[src/phy_irq_pkg.sv]
// Constants shared by the management interrupt logic and its serial port.
// Assumes a 10 MHz system clock and a management clock sampled by it.
package phy_irq_pkg;

	typedef logic [4:0] addr_t;
	typedef logic [15:0] word_t;

	// ****************************************************************
	// Register addresses
	// ****************************************************************
	localparam addr_t REG_BASIC_STATUS = 5'h01;
	localparam addr_t REG_LP_ABILITY = 5'h05;
	localparam addr_t REG_AN_EXPANSION = 5'h06;
	localparam addr_t REG_MODE_CTRL = 5'h11;
	localparam addr_t REG_IRQ_FLAGS = 5'h1D;
	localparam addr_t REG_IRQ_MASK = 5'h1E;

	// ****************************************************************
	// Field positions
	// ****************************************************************
	localparam int BIT_ANC = 5;
	localparam int BIT_RFAULT = 4;
	localparam int BIT_LINK = 2;
	localparam int BIT_ACK = 14;
	localparam int BIT_PDF = 4;
	localparam int BIT_PAGE = 1;
	localparam int BIT_ENERGY = 1;
	localparam int BIT_ALT_SEL = 6;
	localparam int FLAG_ENERGY = 7;
	localparam int FLAG_LINK = 4;

	// ****************************************************************
	// Reset values
	// ****************************************************************
	localparam logic [7:1] FLAGS_RST = 7'h40;
	localparam logic [7:1] MASK_RST = 7'h00;
	localparam logic [7:1] SRC_PREV_RST = 7'h48;
	localparam logic [7:1] FALL_REL_MASK = 7'h77;
	localparam addr_t PHY_ADDR_DEF = 5'h00;

	// ****************************************************************
	// Serial frame
	// ****************************************************************
	localparam logic [5:0] PREAMBLE_LEN = 6'h20;
	localparam logic [4:0] HDR_LAST = 5'h0C;
	localparam logic [4:0] TAIL_LAST = 5'h11;
	localparam logic [1:0] OP_READ = 2'h2;
	localparam logic [1:0] OP_WRITE = 2'h1;

	typedef enum logic [2:0] {
		S_PRE = 3'h1,
		S_HDR = 3'h2,
		S_TAIL = 3'h4
	} smi_state_t;

	typedef enum logic [3:0] {
		E_IDLE = 4'h1,
		E_ARMED = 4'h2,
		E_WAIT = 4'h4,
		E_PULSE = 4'h8
	} late_state_t;

	// ****************************************************************
	// Timing
	// ****************************************************************
	localparam int CLK_HZ = 10_000_000;
	localparam int LATE_DELAY_MS = 1000;
	localparam int LATE_PULSE_MS = 256;
	localparam int LATE_DELAY_CYC_DEF = CLK_HZ / 1000 * LATE_DELAY_MS;
	localparam int LATE_PULSE_CYC_DEF = CLK_HZ / 1000 * LATE_PULSE_MS;

endpackage

[src/smi_frame_port.sv]
// Serial management frame engine: decodes read and write frames.
// Assumes mdc and mdio_in come from pins, outside the clk domain.
`timescale 1ns/100ps
module smi_frame_port (
	input wire logic clk,
	input wire logic rst,
	input wire logic mdc,
	input wire logic mdio_in,
	output logic mdio_out,
	output logic mdio_oe,
	input wire phy_irq_pkg::addr_t phy_addr,
	output phy_irq_pkg::addr_t reg_addr,
	input wire phy_irq_pkg::word_t rd_data,
	output phy_irq_pkg::word_t wr_data,
	output logic wr_stb,
	output logic rd_done
);
	import phy_irq_pkg::*;

	// ****************************************************************
	// Pin synchronisers and edge detect
	// ****************************************************************
	logic mdc_s1_r, mdc_s2_r, mdc_s3_r, dio_s1_r, dio_s2_r;
	always_ff @(posedge clk or posedge rst) begin
		if (rst) begin
			mdc_s1_r <= 1'b0;
			mdc_s2_r <= 1'b0;
			mdc_s3_r <= 1'b0;
			dio_s1_r <= 1'b1;
			dio_s2_r <= 1'b1;
		end else begin
			mdc_s1_r <= mdc;
			mdc_s2_r <= mdc_s1_r;
			mdc_s3_r <= mdc_s2_r;
			dio_s1_r <= mdio_in;
			dio_s2_r <= dio_s1_r;
		end
	end

	wire logic edge_w = mdc_s2_r & ~mdc_s3_r;
	wire logic bit_w = dio_s2_r;

	// ****************************************************************
	// Frame state
	// ****************************************************************
	smi_state_t st_r;
	logic [5:0] ones_r;
	logic [4:0] cnt_r;
	logic [11:0] hdr_r;
	logic [15:0] in_r, sh_r;
	logic hit_r, rd_r;
	wire logic [12:0] hdr_w = {hdr_r, bit_w};
	wire logic hdr_ok = hdr_w[12] && hdr_w[9:5] == phy_addr;
	wire logic is_rd = hdr_w[11:10] == OP_READ;
	wire logic is_wr = hdr_w[11:10] == OP_WRITE;

	always_ff @(posedge clk or posedge rst) begin
		if (rst) begin
			st_r <= S_PRE;
			ones_r <= 6'h00;
			cnt_r <= 5'h00;
			hdr_r <= 12'h000;
			in_r <= 16'h0000;
			sh_r <= 16'h0000;
			hit_r <= 1'b0;
			rd_r <= 1'b0;
			reg_addr <= 5'h00;
			wr_data <= 16'h0000;
			mdio_out <= 1'b1;
			mdio_oe <= 1'b0;
			wr_stb <= 1'b0;
			rd_done <= 1'b0;
		end else begin
			wr_stb <= 1'b0;
			rd_done <= 1'b0;
			if (edge_w) begin
				case (st_r)
				S_PRE: begin
					if (bit_w) begin
						ones_r <= (ones_r == PREAMBLE_LEN) ? ones_r : ones_r + 6'h01;
					end else begin
						ones_r <= 6'h00;
						cnt_r <= 5'h00;
						if (ones_r == PREAMBLE_LEN) begin
							st_r <= S_HDR;
						end
					end
				end
				S_HDR: begin
					hdr_r <= hdr_w[11:0];
					cnt_r <= cnt_r + 5'h01;
					if (cnt_r == HDR_LAST) begin
						st_r <= S_TAIL;
						cnt_r <= 5'h00;
						reg_addr <= hdr_w[4:0];
						hit_r <= hdr_ok && (is_rd || is_wr);
						rd_r <= is_rd;
					end
				end
				S_TAIL: begin
					in_r <= {in_r[14:0], bit_w};
					cnt_r <= cnt_r + 5'h01;
					if (cnt_r == 5'h00) begin
						sh_r <= rd_data;
						mdio_out <= 1'b0;
						mdio_oe <= hit_r && rd_r;
					end else if (cnt_r == TAIL_LAST) begin
						st_r <= S_PRE;
						ones_r <= 6'h00;
						mdio_out <= 1'b1;
						mdio_oe <= 1'b0;
						wr_data <= {in_r[14:0], bit_w};
						wr_stb <= hit_r && !rd_r;
						rd_done <= hit_r && rd_r;
					end else begin
						mdio_out <= sh_r[15];
						sh_r <= {sh_r[14:0], 1'b0};
					end
				end
				default: begin
					st_r <= S_PRE;
				end
				endcase
			end
		end
	end

endmodule

[src/phy_mgmt_interrupt_logic.sv]
// Management interrupt logic: source flags, masks, two release modes.
// Assumes status inputs come from logic on clk; mdc/mdio from pins.
`timescale 1ns/100ps

module phy_mgmt_interrupt_logic #(
	parameter int unsigned LATE_DELAY_CYC = phy_irq_pkg::LATE_DELAY_CYC_DEF,
	parameter int unsigned LATE_PULSE_CYC = phy_irq_pkg::LATE_PULSE_CYC_DEF
) (
	input wire logic clk,
	input wire logic rst,
	input wire logic mdc,
	input wire logic mdio_in,
	output logic mdio_out,
	output logic mdio_oe,
	input wire phy_irq_pkg::addr_t phy_addr,
	input wire logic line_energy_present,
	input wire logic an_complete,
	input wire logic remote_fault,
	input wire logic link_status,
	input wire logic lp_acknowledge,
	input wire logic parallel_det_fault,
	input wire logic page_received,
	input wire logic an_restart,
	output logic irq_out_low,
	output logic alternate_irq_mode_select
);
	import phy_irq_pkg::*;

	function automatic logic reg_is(input addr_t a, input addr_t n);
		reg_is = (a == n);
	endfunction

	// ****************************************************************
	// Serial management port
	// ****************************************************************
	addr_t reg_addr;
	word_t rd_data, wr_data;
	logic wr_stb, rd_done;

	smi_frame_port u_smi (
		.clk(clk),
		.rst(rst),
		.mdc(mdc),
		.mdio_in(mdio_in),
		.mdio_out(mdio_out),
		.mdio_oe(mdio_oe),
		.phy_addr(phy_addr),
		.reg_addr(reg_addr),
		.rd_data(rd_data),
		.wr_data(wr_data),
		.wr_stb(wr_stb),
		.rd_done(rd_done)
	);

	wire logic rd1 = rd_done && reg_is(reg_addr, REG_BASIC_STATUS);
	wire logic rd6 = rd_done && reg_is(reg_addr, REG_AN_EXPANSION);
	wire logic rd29 = rd_done && reg_is(reg_addr, REG_IRQ_FLAGS);
	wire logic wr17 = wr_stb && reg_is(reg_addr, REG_MODE_CTRL);
	wire logic wr29 = wr_stb && reg_is(reg_addr, REG_IRQ_FLAGS);
	wire logic wr30 = wr_stb && reg_is(reg_addr, REG_IRQ_MASK);

	// ****************************************************************
	// Source events
	// ****************************************************************
	// Link is inverted so every source asserts on a rising level
	wire logic [7:1] src = {line_energy_present, an_complete, remote_fault,
		~link_status, lp_acknowledge, parallel_det_fault, page_received};
	logic [7:1] src_prev_r;
	always_ff @(posedge clk or posedge rst) begin
		if (rst) begin
			src_prev_r <= SRC_PREV_RST;
		end else begin
			src_prev_r <= src;
		end
	end

	wire logic [7:1] rise = src & ~src_prev_r;
	wire logic [7:1] fall = ~src & src_prev_r;
	wire logic link_fall = rise[FLAG_LINK];

	// ****************************************************************
	// Mode select
	// ****************************************************************
	logic alt_r;
	always_ff @(posedge clk or posedge rst) begin
		if (rst) begin
			alt_r <= 1'b0;
		end else if (wr17) begin
			alt_r <= wr_data[BIT_ALT_SEL];
		end
	end
	assign alternate_irq_mode_select = alt_r;

	// ****************************************************************
	// Mask register
	// ****************************************************************
	logic [7:1] mask_r;
	always_ff @(posedge clk or posedge rst) begin
		if (rst) begin
			mask_r <= MASK_RST;
		end else if (wr30) begin
			mask_r <= wr_data[7:1];
		end
	end

	// ****************************************************************
	// Release terms
	// ****************************************************************
	wire logic an_rel = rd6 || an_restart || link_fall;
	wire logic [7:1] rd_rel = {2'b00, rd1, rd1, 1'b0, an_rel, an_rel};
	wire logic [7:1] clr_pri = (fall & FALL_REL_MASK) | {7{rd29}} | rd_rel;
	// Clear only if the cause has gone: source low, link back up
	wire logic [7:1] clr_alt = {7{wr29}} & wr_data[7:1] & ~src;
	wire logic [7:1] clr = alt_r ? clr_alt : clr_pri;

	// ****************************************************************
	// Flag register
	// ****************************************************************
	logic [7:1] flags_r;
	logic [7:1] flags_nxt;
	generate
		for (genvar i = 1; i <= 7; i++) begin : g_flag
			// Event in the same cycle as a release keeps the flag
			assign flags_nxt[i] = rise[i] | (flags_r[i] & ~clr[i]);
		end
	endgenerate

	always_ff @(posedge clk or posedge rst) begin
		if (rst) begin
			flags_r <= FLAGS_RST;
		end else begin
			flags_r <= flags_nxt;
		end
	end

	// ****************************************************************
	// Late energy reassertion
	// ****************************************************************
	late_state_t late_r;
	logic [24:0] late_cnt_r;
	wire logic e_rel_hi = !alt_r && mask_r[FLAG_ENERGY] && flags_r[FLAG_ENERGY]
		&& clr_pri[FLAG_ENERGY] && src[FLAG_ENERGY] && !rise[FLAG_ENERGY];
	wire logic late_on = (late_r == E_PULSE) && mask_r[FLAG_ENERGY];
	wire logic cnt_zero = (late_cnt_r == 25'h0000000);

	always_ff @(posedge clk or posedge rst) begin
		if (rst) begin
			late_r <= E_IDLE;
			late_cnt_r <= 25'h0000000;
		end else begin
			case (late_r)
			E_IDLE: begin
				if (e_rel_hi) begin
					late_r <= E_ARMED;
				end
			end
			E_ARMED: begin
				if (!mask_r[FLAG_ENERGY] || alt_r) begin
					late_r <= E_IDLE;
				end else if (fall[FLAG_ENERGY]) begin
					late_r <= E_WAIT;
					late_cnt_r <= 25'(LATE_DELAY_CYC - 1);
				end
			end
			E_WAIT: begin
				late_cnt_r <= late_cnt_r - 25'h0000001;
				if (cnt_zero) begin
					late_r <= E_PULSE;
					late_cnt_r <= 25'(LATE_PULSE_CYC - 1);
				end
			end
			E_PULSE: begin
				late_cnt_r <= late_cnt_r - 25'h0000001;
				if (cnt_zero) begin
					late_r <= E_IDLE;
				end
			end
			default: begin
				late_r <= E_IDLE;
			end
			endcase
		end
	end

	// ****************************************************************
	// Interrupt output
	// ****************************************************************
	wire logic pend_nxt = |(flags_nxt & mask_r);
	always_ff @(posedge clk or posedge rst) begin
		if (rst) begin
			irq_out_low <= 1'b1;
		end else begin
			irq_out_low <= ~(pend_nxt | late_on);
		end
	end

	// ****************************************************************
	// Read data
	// ****************************************************************
	word_t rd_bsr, rd_lpa, rd_anx, rd_mcs;
	always_comb begin
		rd_bsr = 16'h0000;
		rd_bsr[BIT_ANC] = an_complete;
		rd_bsr[BIT_RFAULT] = remote_fault;
		rd_bsr[BIT_LINK] = link_status;
		rd_lpa = 16'h0000;
		rd_lpa[BIT_ACK] = lp_acknowledge;
		rd_anx = 16'h0000;
		rd_anx[BIT_PDF] = parallel_det_fault;
		rd_anx[BIT_PAGE] = page_received;
		rd_mcs = 16'h0000;
		rd_mcs[BIT_ALT_SEL] = alt_r;
		rd_mcs[BIT_ENERGY] = line_energy_present;
	end

	assign rd_data =
		reg_is(reg_addr, REG_BASIC_STATUS) ? rd_bsr :
		reg_is(reg_addr, REG_LP_ABILITY) ? rd_lpa :
		reg_is(reg_addr, REG_AN_EXPANSION) ? rd_anx :
		reg_is(reg_addr, REG_MODE_CTRL) ? rd_mcs :
		reg_is(reg_addr, REG_IRQ_FLAGS) ? {8'h00, flags_r, 1'b0} :
		reg_is(reg_addr, REG_IRQ_MASK) ? {8'h00, mask_r, 1'b0} :
		16'h0000;

endmodule

[config.mk]
export PLATFORM = sky130hd
export DESIGN_NAME = phy_mgmt_interrupt_logic
export DESIGN_NICKNAME = d
export VERILOG_FILES = /design/src/phy_irq_pkg.sv /design/src/smi_frame_port.sv /design/src/phy_mgmt_interrupt_logic.sv
export SDC_FILE = /design/constraint.sdc
export NUM_CORES = 1
export LEC_CHECK = 0
export BUFFER_PORTS_ARGS = -buffer_cell sky130_fd_sc_hd__buf_4
export CAP_MARGIN = 10
export CORE_MARGIN = 2
export CORE_UTILIZATION = 45
export CTS_CLUSTER_DIAMETER = 50
export DETAILED_ROUTE_END_ITERATION = 8
export GPL_TIMING_DRIVEN = 0
export SYNTH_ARGS = -nofsm -noshare
export SYNTH_HDL_FRONTEND = slang
export SYNTH_HIERARCHICAL = 1
export SYNTH_SLANG_ARGS = --single-unit
[constraint.sdc]
create_clock -name clk -period 3.38 [get_ports clk]
set_clock_uncertainty 0.15 [all_clocks]
set_input_delay 0.338 -clock clk [delete_from_list [all_inputs] [get_ports clk]]
set_output_delay 0.338 -clock clk [all_outputs]
set_load 0.005 [all_outputs]
; Word level (Yosys, flattened, before mapping)
; Index checks and enable logic that the tools add are counted.
[totals]
input_bits = 17
regBits = 125
out_inout_bits = 4
elab_cells = 184
[classes]
n_reduce_logical = 42
muxes = 45
bitwise_logic = 36
n_eq_ne = 32
n_addsub = 3
[op_table]
columns = operator, n
row1 = 25-bit two-way mux, 3
row2 = 25-bit case mux with 3 select lines, 1
row3 = 7-bit AND, 5
row4 = 16-bit two-way mux, 2
row5 = 8-bit two-way mux, 4
row6 = 15-bit two-way mux, 2
row7 = 25-bit logical NOT, 1
row8 = "25-bit by 1-bit subtractor with 25-bit output, second input constant", 1
row9 = 6-bit two-way mux, 4
row10 = "5-bit == test, second input constant", 4
row11 = 4-bit two-way mux, 5
row12 = 1-bit logical AND, 16
row13 = 4-bit case mux with 4 select lines, 1
row14 = 3-bit two-way mux, 5
row15 = 5-bit case mux with 3 select lines, 1
row16 = 3-bit AND reduction, 5
row17 = "2-bit != test, second input constant", 7
row18 = 7-bit inverter, 2
row19 = 1-bit two-way mux, 12
row20 = 6-bit case mux with 2 select lines, 1
row21 = 1-bit inverter, 11
row22 = "5-bit by 3-bit == test with 1-bit output, second input constant", 2
row23 = 5-bit two-way mux, 2
row24 = 3-bit case mux with 3 select lines, 1
row25 = 32 further kinds, 60

; Longest topological paths before layout
; Gate-level depths: netlist of the first run.
[depth]
ltp_word = 13
ltp_mapped = 9
mapped_depth_nobuf = 7

; Hierarchy
; Netlist of the first run, hierarchy kept.
[modules_own_cells]
columns = mod, seq_area_each_um2, cells_per_inst, n_inst, area_per_inst_um2
row1 = smi_frame_port, 2232.1, 316, 1, 3935.0
row2 = phy_mgmt_interrupt_logic, 1307.5, 349, 1, 3124.2

; Worst setup path after synthesis of the first run
; No wires, ideal clock.
[synth_path]
kind = flip-flop to flip-flop
from = reg late_cnt_r[17]
to = reg late_cnt_r[14]
slack_ns = 0.605
path_stages_with_launch = 8
n_path_buf = 2
required_ns = 3.109
setup_time_ns = 0.121
arrival_ns = 2.504
path_cell_list = dfrtp_1 or4_4 or4b_1 buf_6 nor4_4 buf_4 o31ai_1 a22o_1
[synth_between]
elab_chain_len = 3
[synth_rtl]
columns = item, line
row1 = "start, declared", phy_mgmt_interrupt_logic.sv:140  ; logic [24:0] late_cnt_r;
row2 = "start signal, assigned", phy_mgmt_interrupt_logic.sv:162  ; late_cnt_r <= 25'(LATE_DELAY_CYC - 1);
row3 = "start signal, assigned", phy_mgmt_interrupt_logic.sv:166  ; late_cnt_r <= late_cnt_r - 25'h0000001;
row4 = "start signal, assigned", phy_mgmt_interrupt_logic.sv:169  ; late_cnt_r <= 25'(LATE_PULSE_CYC - 1);
row5 = 25-bit logical NOT, phy_mgmt_interrupt_logic.sv:144  ; wire logic cnt_zero = (late_cnt_r == 25'h0000000);
row6 = 25-bit two-way mux, phy_mgmt_interrupt_logic.sv:167  ; if (cnt_zero) begin
row7 = 25-bit case mux with 3 select lines, phy_mgmt_interrupt_logic.sv:151  ; case (late_r)
; No other way between the ends.
; A chain may end at the register's enable or synchronous reset.

; Worst setup path in the final report of the first run
; Same ends and word-level chain as after synthesis.

==> results of run 1 <==
==> per-stage QoR <==
stage	utilization, %	total power [mW]	cells	hold slack, ns
final	54.4	3.53	879	0.203
after detailed placement	49.3	1.67	838	0.197
after CTS	54.4	3.57	879	0.193
after floorplan	-	1.62	637	0.181
after global placement	49.1	1.66	837	0.185
after global routing	54.4	3.67	879	0.214
==> state kept, by name, summed over array words and instances (netlist names), 3 cells and up <==
| signal | count |
|---|---|
| u_smi/sh_r | 16 |
| mask_r | 7 |
| src_prev_r | 7 |
| u_smi/reg_addr | 5 |
| u_smi/ones_r | 6 |
| u_smi/in_r | 7 |
| u_smi/hdr_r | 12 |
| late_cnt_r | 25 |
| late_r | 4 |
| u_smi/cnt_r | 5 |
| u_smi/st_r | 3 |
| flags_r | 7 |
| u_smi/wr_data | 7 |
==> power by group through the flow <==
| stage | clock (mW) | sequential [mW] | combinational, mW |
|---|---|---|---|
| 4_1_cts | 1.92 | 1.53 | 0.127 |
| 2_1_floorplan | 0 | 1.55 | 0.0739 |
| 3_3_place_gp | 0 | 1.55 | 0.110 |
| 5_1_grt | 1.99 | 1.53 | 0.143 |
| 3_5_place_dp | 0 | 1.55 | 0.117 |
| 6_report | 1.88 | 1.53 | 0.123 |
==> worst register-to-register path, cell delays in order (launching register included) <==
cell	delay, ns
dfrtp_1	0.43
or4_4	0.58
or4b_1	0.53
buf_6	0.16
nor4_4	0.53
buf_4	0.29
o31ai_1	0.10
a22o_1	0.21
==> what timing repair did <==
action                                 in CTS  in global routing
resized for setup                           0                  0
hold buffers                               10                  0
endpoints found under the hold margin      26                  0
==> area by class of cell <==
class	count	area, µm²
Clock inverter	8	140
Tap cell	180	225
Multi-Input combinational cell	457	3100
Buffer	33	166
Timing Repair Buffer	31	270
Clock buffer	23	468
Inverter	23	88.8
Sequential cell	124	3110
Fill cell	1232	6360
==> placed cells by master (no fill, tap or decap), types with 5 or more instances in the layout <==
cell	count
o21a_1	8
nand4_1	15
a22o_1	6
and3_1	7
dlygate4sd3_1	10
buf_4	23
dfstp_2	9
nor2_1	35
xnor2_1	5
nor4b_1	5
clkbuf_1	23
mux2i_1	15
a21oi_1	25
nor3b_1	7
nor4_1	9
nand2b_1	7
ha_1	8
nor2b_1	10
mux2_2	39
o31ai_1	12
nor3_1	20
inv_1	21
dfrtp_1	115
buf_2	7
nand3_1	19
conb_1	8
o21ai_0	44
clkbuf_16	17
nand2_1	57
o31a_1	6
==> metal layers <==
layer / global-route usage [%] / wire (µm) / vias to the layer above
met1: 29.2 / 7050 / 2453
met3: 5.86 / 703 / 16
met4: 6.32 / 230 / 0
met5: 0 / 0 / -
li1: - / - / 2444
met2: 30.6 / 6490 / 120
==> how the worst max path moves through the flow <==
stage                                     startpoint                    endpoint  cells past startpoint
after floorplan           late_cnt_r[17]$_DFFE_PP0P_  late_cnt_r[14]$_DFFE_PP0P_                      7
after global placement                           rst   u_smi/sh_r[8]$_DFFE_PP0P_                      2
after detailed placement  late_cnt_r[17]$_DFFE_PP0P_  late_cnt_r[13]$_DFFE_PP0P_                      7
after CTS                 late_cnt_r[17]$_DFFE_PP0P_  late_cnt_r[13]$_DFFE_PP0P_                      7
after global routing      late_cnt_r[17]$_DFFE_PP0P_  late_cnt_r[13]$_DFFE_PP0P_                      7
final                     late_cnt_r[17]$_DFFE_PP0P_  late_cnt_r[14]$_DFFE_PP0P_                      7
==> out/qor.txt, run 1 <==
Crit path DAT - 3.23 ns
Hpwl dp - 10200 µm
Clock Root Buffer - clkbuf_16
Worst r2r path cells - 7
Finished Cell Area - 0.00758 mm²
Core ar. - 0.0139 mm²
Endpoints failing hold - 0
Setup violations, final - 0
Routed vias/inst - 5.73
Max_cap viols - 0
# clock sinks - 124
Min Tclk post-route - 3.09 ns
Clk slew on worst S/H paths - 0.05 ns
Warnings, synthesis - 6
Average wire per standard cell - 16.5 µm
Num rows - 43
Layout cells sized above 1 - 19.0%
Worst rel slew slack - 41.6%
Combinational fraction of design power - 3.5%
GRT Util Overall - 20.6%
Horiz. Die Dim - 124 µm
First drt pass iteration count - 6
Hold crit path type - reg2reg
Reg2reg start - late_cnt_r[17]$_DFFE_PP0P_
NetSw - 709 µW
Critical path endpoint category - register
Sequential share of power - 43.3%
Number of diodes - 0
Post-route clock period utilization - 91.5%
CTS Buf Count - 17
Initial DRC Count - 372
Port Buffer Count - 20
Post-CTS setup buffers - 0
Status - finished clean
Area grow syn2layout - 17.6%
Hold endpoint - u_smi/mdc_s2_r$_DFF_PP0_
CP top delay family - simple AND/OR/NAND/NOR gates
Critical Path RT - 3.51 ns
Crit path launch type - register
Slew @ Worst Pin - 0.876 ns
Min-delay src - u_smi/mdc_s1_r$_DFF_PP0_
RSZ-0062 raised after global routing - false
Pin count of the biggest net entering global routing - 73
First-pass GRT wire length - 24600 µm
Grt ovf - 0
CP Class - reg2reg
Final RePlAce weighted congestion - 0.971
Max Clk Rate - 323 MHz
Power share of the clock group - 53.2%
Max Slew Vio Count - 0
Syn Std Cell Area - 0.00644 mm²
Die ar. - 0.0153 mm²
Reg-to-reg endpoint - late_cnt_r[14]$_DFFE_PP0P_
Leakage - 3.46 nW
Mapped Cells - 630
Worst skew pair latency - 0.41 ns
CTS Buffer Depth - 2
CTS tree - yes
Slowest-stage cell, CP - or4_4
Flop-to-flop setup slack - 0.29 ns
Average size of a mapped cell - 10.2 µm²
Critical Path, Cell by Cell - or4_4, or4b_1, buf_6, nor4_4, buf_4, o31ai_1, a22o_1
WL final - 14500 µm
Detailed-route via count - 5033
Pint - 2.82 mW
Nets - 712
DP Area - 0.00687 mm²
Die H - 124 µm
CP max stage delay - 0.58 ns
Detail Route Antenna Nets - 0
Final worst slack - 0.286 ns
Initial Util - 46.3%
Critical Path Fanout Max - 10
Vias in the first global route - 4912
H-tree Lvls - 4
PwrDens - 466 mW/mm²
WHS Path Cells - 0
IO Pins - 21
Setup TNS - 0 ns
Worst VDD drop - 0.366 mV
DP Worst Slack - 0.301 ns
CP bufs+invs - 2
Initial antenna violation count - 0
DRC viols - 0
Sw Share - 20.1%
(Power assumes the default switching activity.)
==> run 2: changes to the inputs <==
--- a/config.mk
+++ b/config.mk
@@ -8,10 +8,11 @@
 export BUFFER_PORTS_ARGS = -buffer_cell sky130_fd_sc_hd__buf_4
 export CAP_MARGIN = 10
 export CORE_MARGIN = 2
-export CORE_UTILIZATION = 45
+export CORE_UTILIZATION = 60
 export CTS_CLUSTER_DIAMETER = 50
 export DETAILED_ROUTE_END_ITERATION = 8
 export GPL_TIMING_DRIVEN = 0
+export PLACE_DENSITY = 0.77
 export SYNTH_ARGS = -nofsm -noshare
 export SYNTH_HDL_FRONTEND = slang
 export SYNTH_HIERARCHICAL = 1
==> run 2 against run 1 <==
Effect of this change: total power down 1.1%; maximum frequency down 0.68%; die area down 24%; via count up 3.6%; hold slack worse by 0.11 ns; critical endpoint unchanged; combinational power about the same.
==> out/qor.txt, run 2 (synthesis gave the netlist of run 1 again) <==
Status - finished clean
Crit path launch type - register
CP Class - reg2reg
# clock sinks - 124
CTS Buffer Depth - 2
Port Buffer Count - 20
WHS Path Cells - 5
Critical Path RT - 3.64 ns
Nets - 712
Average wire per standard cell - 17.5 µm
Combinational fraction of design power - 3.6%
Die ar. - 0.0116 mm²
Endpoints failing hold - 0
Sw Share - 22.8%
Min Tclk post-route - 3.11 ns
Hold endpoint - flags_r[2]$_DFF_PP0_
Die H - 108 µm
Clock Root Buffer - clkbuf_8
Critical Path Fanout Max - 10
Most flop-heavy register - late_cnt_r
Final hold slack - 0.0967 ns
Setup violations, final - 0
Initial DRC Count - 368
Reg2reg start - late_cnt_r[17]$_DFFE_PP0P_
RSZ-0062 raised after global routing - false
Pint - 2.70 mW
Worst r2r path cells - 7
PwrDens - 465 mW/mm²
Horiz. Die Dim - 108 µm
Clk slew on worst S/H paths - 0.06 ns
Max Slew Vio Count - 0
Core ar. - 0.0104 mm²
Grt ovf - 0
Most frequent cells in the layout - dfrtp_1 (115), nand2_1 (57), o21ai_0 (44)
Pin count of the biggest net entering global routing - 73
Initial Util - 62.2%
Final worst slack - 0.265 ns
H-tree Lvls - 4
Num rows - 37
Fill count - 768
NetSw - 796 µW
Max Clk Rate - 321 MHz
Setup TNS - 0 ns
CTS Buf Count - 17
# resized after CTS - 0
Placed insts - 794
Vias in the first global route - 5045
First drt pass iteration count - 5
Sequential share of power - 43.7%
Reg-to-reg endpoint - late_cnt_r[14]$_DFFE_PP0P_
DP Worst Slack - 0.322 ns
Worst rel slew slack - 43.4%
Power share of the clock group - 52.7%
Number of diodes - 0
Power Total - 3.49 mW
Worst skew pair latency - 0.53 ns
Flop-to-flop setup slack - 0.27 ns
IO Pins - 21
Hpwl dp - 9860 µm
Post-CTS setup buffers - 0
Final RePlAce weighted congestion - 0.906
Crit path DAT - 3.37 ns
Post-route clock period utilization - 92.2%
Most common cell after layout, fill and taps aside - dfrtp_1
Layout cells sized above 1 - 19.6%
Max_cap viols - 0
First-pass GRT wire length - 24800 µm
Final std cells w/o fill - 836
Min-delay src - an_restart
Initial antenna violation count - 0
Critical path endpoint category - register
Biggest regs - late_cnt_r (25), u_smi/sh_r (16), u_smi/hdr_r (12)
Leakage - 3.45 nW
GRT Util Overall - 27.5%
Detailed-route via count - 5214
Detail Route Antenna Nets - 0
Worst VDD drop - 0.422 mV
DRC viols - 0
Routed vias/inst - 6.24
Slew @ Worst Pin - 0.849 ns
Largest register FFs - 25
CTS tree - yes
Area grow syn2layout - 16.6%
WL final - 14700 µm
Hold crit path type - in2reg
==> run 2: metrics by stage <==
stage	util (%)	area, µm²
after floorplan	-	6470
after CTS	72.5	7510
final	72.5	7510
after global routing	72.5	7510
after detailed placement	65.7	6810
after global placement	65.5	6790
==> run 2: what timing repair did <==
item,in CTS,in global routing
hold buffers,10,0
endpoints found under the setup margin,0,0
endpoints found under the hold margin,98,0
==> run 2: area by class of cell <==
cell class	instances	area (µm²)	share of cell area [%]
Multi-Input combinational cell	457	3100	41.3
Sequential cell	124	3110	41.4
Clock inverter	14	181	2.41
Buffer	33	166	2.21
Clock buffer	18	418	5.56
Tap cell	136	170	2.26
Inverter	23	88.8	1.18
Timing Repair Buffer	31	270	3.60
==> run 2: how the worst max path moves through the flow <==
stage | slack [ns] | end | start
2_1_floorplan | 0.61 | late_cnt_r[14]$_DFFE_PP0P_ | late_cnt_r[17]$_DFFE_PP0P_
3_3_place_gp | 0.30 | u_smi/hdr_r[2]$_DFFE_PP0P_ | rst
3_5_place_dp | 0.32 | late_cnt_r[14]$_DFFE_PP0P_ | late_cnt_r[17]$_DFFE_PP0P_
4_1_cts | 0.28 | late_cnt_r[14]$_DFFE_PP0P_ | late_cnt_r[17]$_DFFE_PP0P_
5_1_grt | 0.19 | late_cnt_r[14]$_DFFE_PP0P_ | late_cnt_r[17]$_DFFE_PP0P_
6_report | 0.27 | late_cnt_r[14]$_DFFE_PP0P_ | late_cnt_r[17]$_DFFE_PP0P_
==> run 2: worst max-delay path, cell delays in order (launching register included) <==
cell,delay [ns]
dfrtp_1,0.45
or4_4,0.59
or4b_1,0.54
buf_6,0.16
nor4_4,0.50
buf_4,0.27
o31ai_1,0.10
a22o_1,0.22
==> run 2: power by group through the flow <==
stage	clock network [mW]	logic [mW]	registers (mW)
after CTS	1.87	0.127	1.53
after global routing	1.94	0.143	1.53
after floorplan	0	0.0739	1.55
after detailed placement	0	0.115	1.55
after global placement	0	0.107	1.55
final	1.84	0.126	1.53
==> run 2: per-layer routing <==
| layer | part of all wire (%) | GRT usage, % | up-vias |
|---|---|---|---|
| li1 | - | - | 2450 |
| met3 | 5.6 | 8.41 | 18 |
| met5 | 0 | 0 | - |
| met4 | 1.1 | 8.61 | 0 |
| met2 | 49 | 42.5 | 178 |
| met1 | 45 | 37.4 | 2568 |
==> run 3: changes to the inputs <==
--- a/config.mk
+++ b/config.mk
@@ -7,7 +7,6 @@
 export LEC_CHECK = 0
 export BUFFER_PORTS_ARGS = -buffer_cell sky130_fd_sc_hd__buf_4
 export CAP_MARGIN = 10
-export CORE_MARGIN = 2
 export CORE_UTILIZATION = 60
 export CTS_CLUSTER_DIAMETER = 50
 export DETAILED_ROUTE_END_ITERATION = 8
==> run 3 against run 2 <==
Effect of this change: non-clock buffer count did not move; first-iteration DRC count fell by 9.8%; core utilization barely moved; critical path depth did not move; count of clock-buffer cells in the layout rose by 1; critical endpoint is now late_cnt_r[22]$_DFFE_PP0P_; largest cell class unchanged.
==> out/qor.txt, run 3 (synthesis gave the netlist of run 1 again) <==
Status - finished clean
DRC viols - 0
Core ar. - 0.0104 mm²
Placed insts - 794
Port Buffer Count - 20
Crit path DAT - 3.38 ns
# resized after CTS - 0
Pin count of the biggest net entering global routing - 73
Die H - 106 µm
First-pass GRT wire length - 24700 µm
CTS Buffer Depth - 2
Routed vias/inst - 6.17
# clock sinks - 124
WHS Path Cells - 4
Post-route clock period utilization - 91.7%
Leakage - 3.44 nW
Largest register FFs - 25
Slowest-stage cell, CP - or4_4
Sequential share of power - 43.9%
Setup violations, final - 0
Num rows - 37
First drt pass iteration count - 5
Average wire per standard cell - 17.3 µm
Critical Path Fanout Max - 10
Worst r2r path cells - 7
Setup TNS - 0 ns
CP max stage delay - 0.58 ns
Post-CTS setup buffers - 0
Combinational fraction of design power - 3.6%
Worst skew pair latency - 0.55 ns
Clk slew on worst S/H paths - 0.06 ns
Min Tclk post-route - 3.10 ns
CTS tree - yes
Endpoints failing hold - 0
Initial antenna violation count - 0
Max Clk Rate - 323 MHz
Critical Path, Cell by Cell - or4_4, or4b_1, buf_6, nor4_4, buf_4, o31ai_1, a21o_1
Crit path launch type - register
Slew @ Worst Pin - 0.857 ns
PwrDens - 463 mW/mm²
Hold endpoint - flags_r[2]$_DFF_PP0_
Reg2reg start - late_cnt_r[17]$_DFFE_PP0P_
Initial DRC Count - 332
Detailed-route via count - 5158
Final Core Density - 72.4%
Layout cells sized above 1 - 19.7%
GRT Util Overall - 28.4%
Min-delay src - an_restart
Horiz. Die Dim - 106 µm
Reg-to-reg endpoint - late_cnt_r[22]$_DFFE_PP0P_
IO Pins - 21
Worst VDD drop - 0.428 mV
Pint - 2.66 mW
Most flop-heavy register - late_cnt_r
Flop-to-flop setup slack - 0.28 ns
Clock Root Buffer - clkbuf_8
Worst rel slew slack - 42.9%
Nets - 712
Setup crit start - late_cnt_r[17]$_DFFE_PP0P_
CTS Buf Count - 17
H-tree Lvls - 4
Critical Path RT - 3.66 ns
Final worst slack - 0.282 ns
NetSw - 815 µW
Max_cap viols - 0
Grt ovf - 0
WL final - 14500 µm
Number of diodes - 0
Die ar. - 0.0112 mm²
RSZ-0062 raised after global routing - false
Hpwl dp - 9840 µm
Critical path endpoint category - register
Vias in the first global route - 5127
Initial Util - 62.2%
Hold crit path type - in2reg
Detail Route Antenna Nets - 0
Final RePlAce weighted congestion - 0.899
Final std cells w/o fill - 836
Finished Cell Area - 0.00751 mm²
Most common cell after layout, fill and taps aside - dfrtp_1
Area grow syn2layout - 16.5%
CP Class - reg2reg
DP Worst Slack - 0.331 ns
Most frequent cells in the layout - dfrtp_1 (115), nand2_1 (57), o21ai_0 (44)
Biggest regs - late_cnt_r (25), u_smi/sh_r (16), u_smi/hdr_r (12)
Max Slew Vio Count - 0
Power share of the clock group - 52.5%
Sw Share - 23.4%
DP Area - 0.00681 mm²
run 3: changes by cell type in the layout (fill, tap and decap cells not counted), sizes merged:
| cell | previous run | this run |
|---|---|---|
| inv | 30 | 28 |
| bufinv | 3 | 2 |
| clkbuf | 37 | 38 |
| clkinv | 3 | 4 |
| clkinvlp | 1 | 2 |
run 3: cell type report:
| cell class | count | area (µm²) |
|---|---|---|
| Timing Repair Buffer | 31 | 270 |
| Fill cell | 773 | 2860 |
| Tap cell | 136 | 170 |
| Clock inverter | 13 | 154 |
| Buffer | 33 | 166 |
| Multi-Input combinational cell | 457 | 3100 |
| Sequential cell | 124 | 3110 |
| Inverter | 23 | 88.8 |
| Clock buffer | 19 | 442 |
run 3: timing repair:
item | in CTS | in global routing
setup endpoints to repair | 0 | 0
endpoints found under the hold margin | 99 | 0
hold buffers | 10 | 0
run 3: critical path: cells and delay by family, from the launching register on:
family / cells / cell delay, ns
AOI/OAI and AO/OA: 2 / 0.31
DFF: 1 / 0.45
buffers and inverters: 2 / 0.44
and+or+nand+nor: 3 / 1.63
run 3: power by group through the flow:
stage,clock (mW),sequential (mW),combinational [mW]
5_1_grt,1.92,1.53,0.142
6_report,1.82,1.53,0.125
3_3_place_gp,0,1.55,0.107
2_1_floorplan,0,1.55,0.0739
4_1_cts,1.84,1.53,0.126
3_5_place_dp,0,1.55,0.115
run 3: metal layers:
layer | routed length (µm) | track usage [%] | vias up
met5 | 0 | 0 | -
met4 | 197 | 10.4 | 0
met3 | 938 | 8.41 | 20
met2 | 6900 | 44.8 | 160
met1 | 6460 | 37.0 | 2540
li1 | - | - | 2438
run 3: worst max path at each step:
stage	to	slack (ns)	cells past startpoint
after detailed placement	late_cnt_r[22]$_DFFE_PP0P_	0.33	7
after global placement	u_smi/reg_addr[4]$_DFFE_PP0P_	0.30	2
after CTS	late_cnt_r[13]$_DFFE_PP0P_	0.31	7
after floorplan	late_cnt_r[14]$_DFFE_PP0P_	0.61	7
after global routing	late_cnt_r[14]$_DFFE_PP0P_	0.20	7
final	late_cnt_r[22]$_DFFE_PP0P_	0.28	7
run 3: per-stage QoR:
step                hold WS [ns]  power (mW)
global route               0.105        3.59
detailed placement         0.190        1.67
finish                    0.0695        3.48
global placement           0.182        1.66
CTS                       0.0558        3.49
floorplan                  0.181        1.62
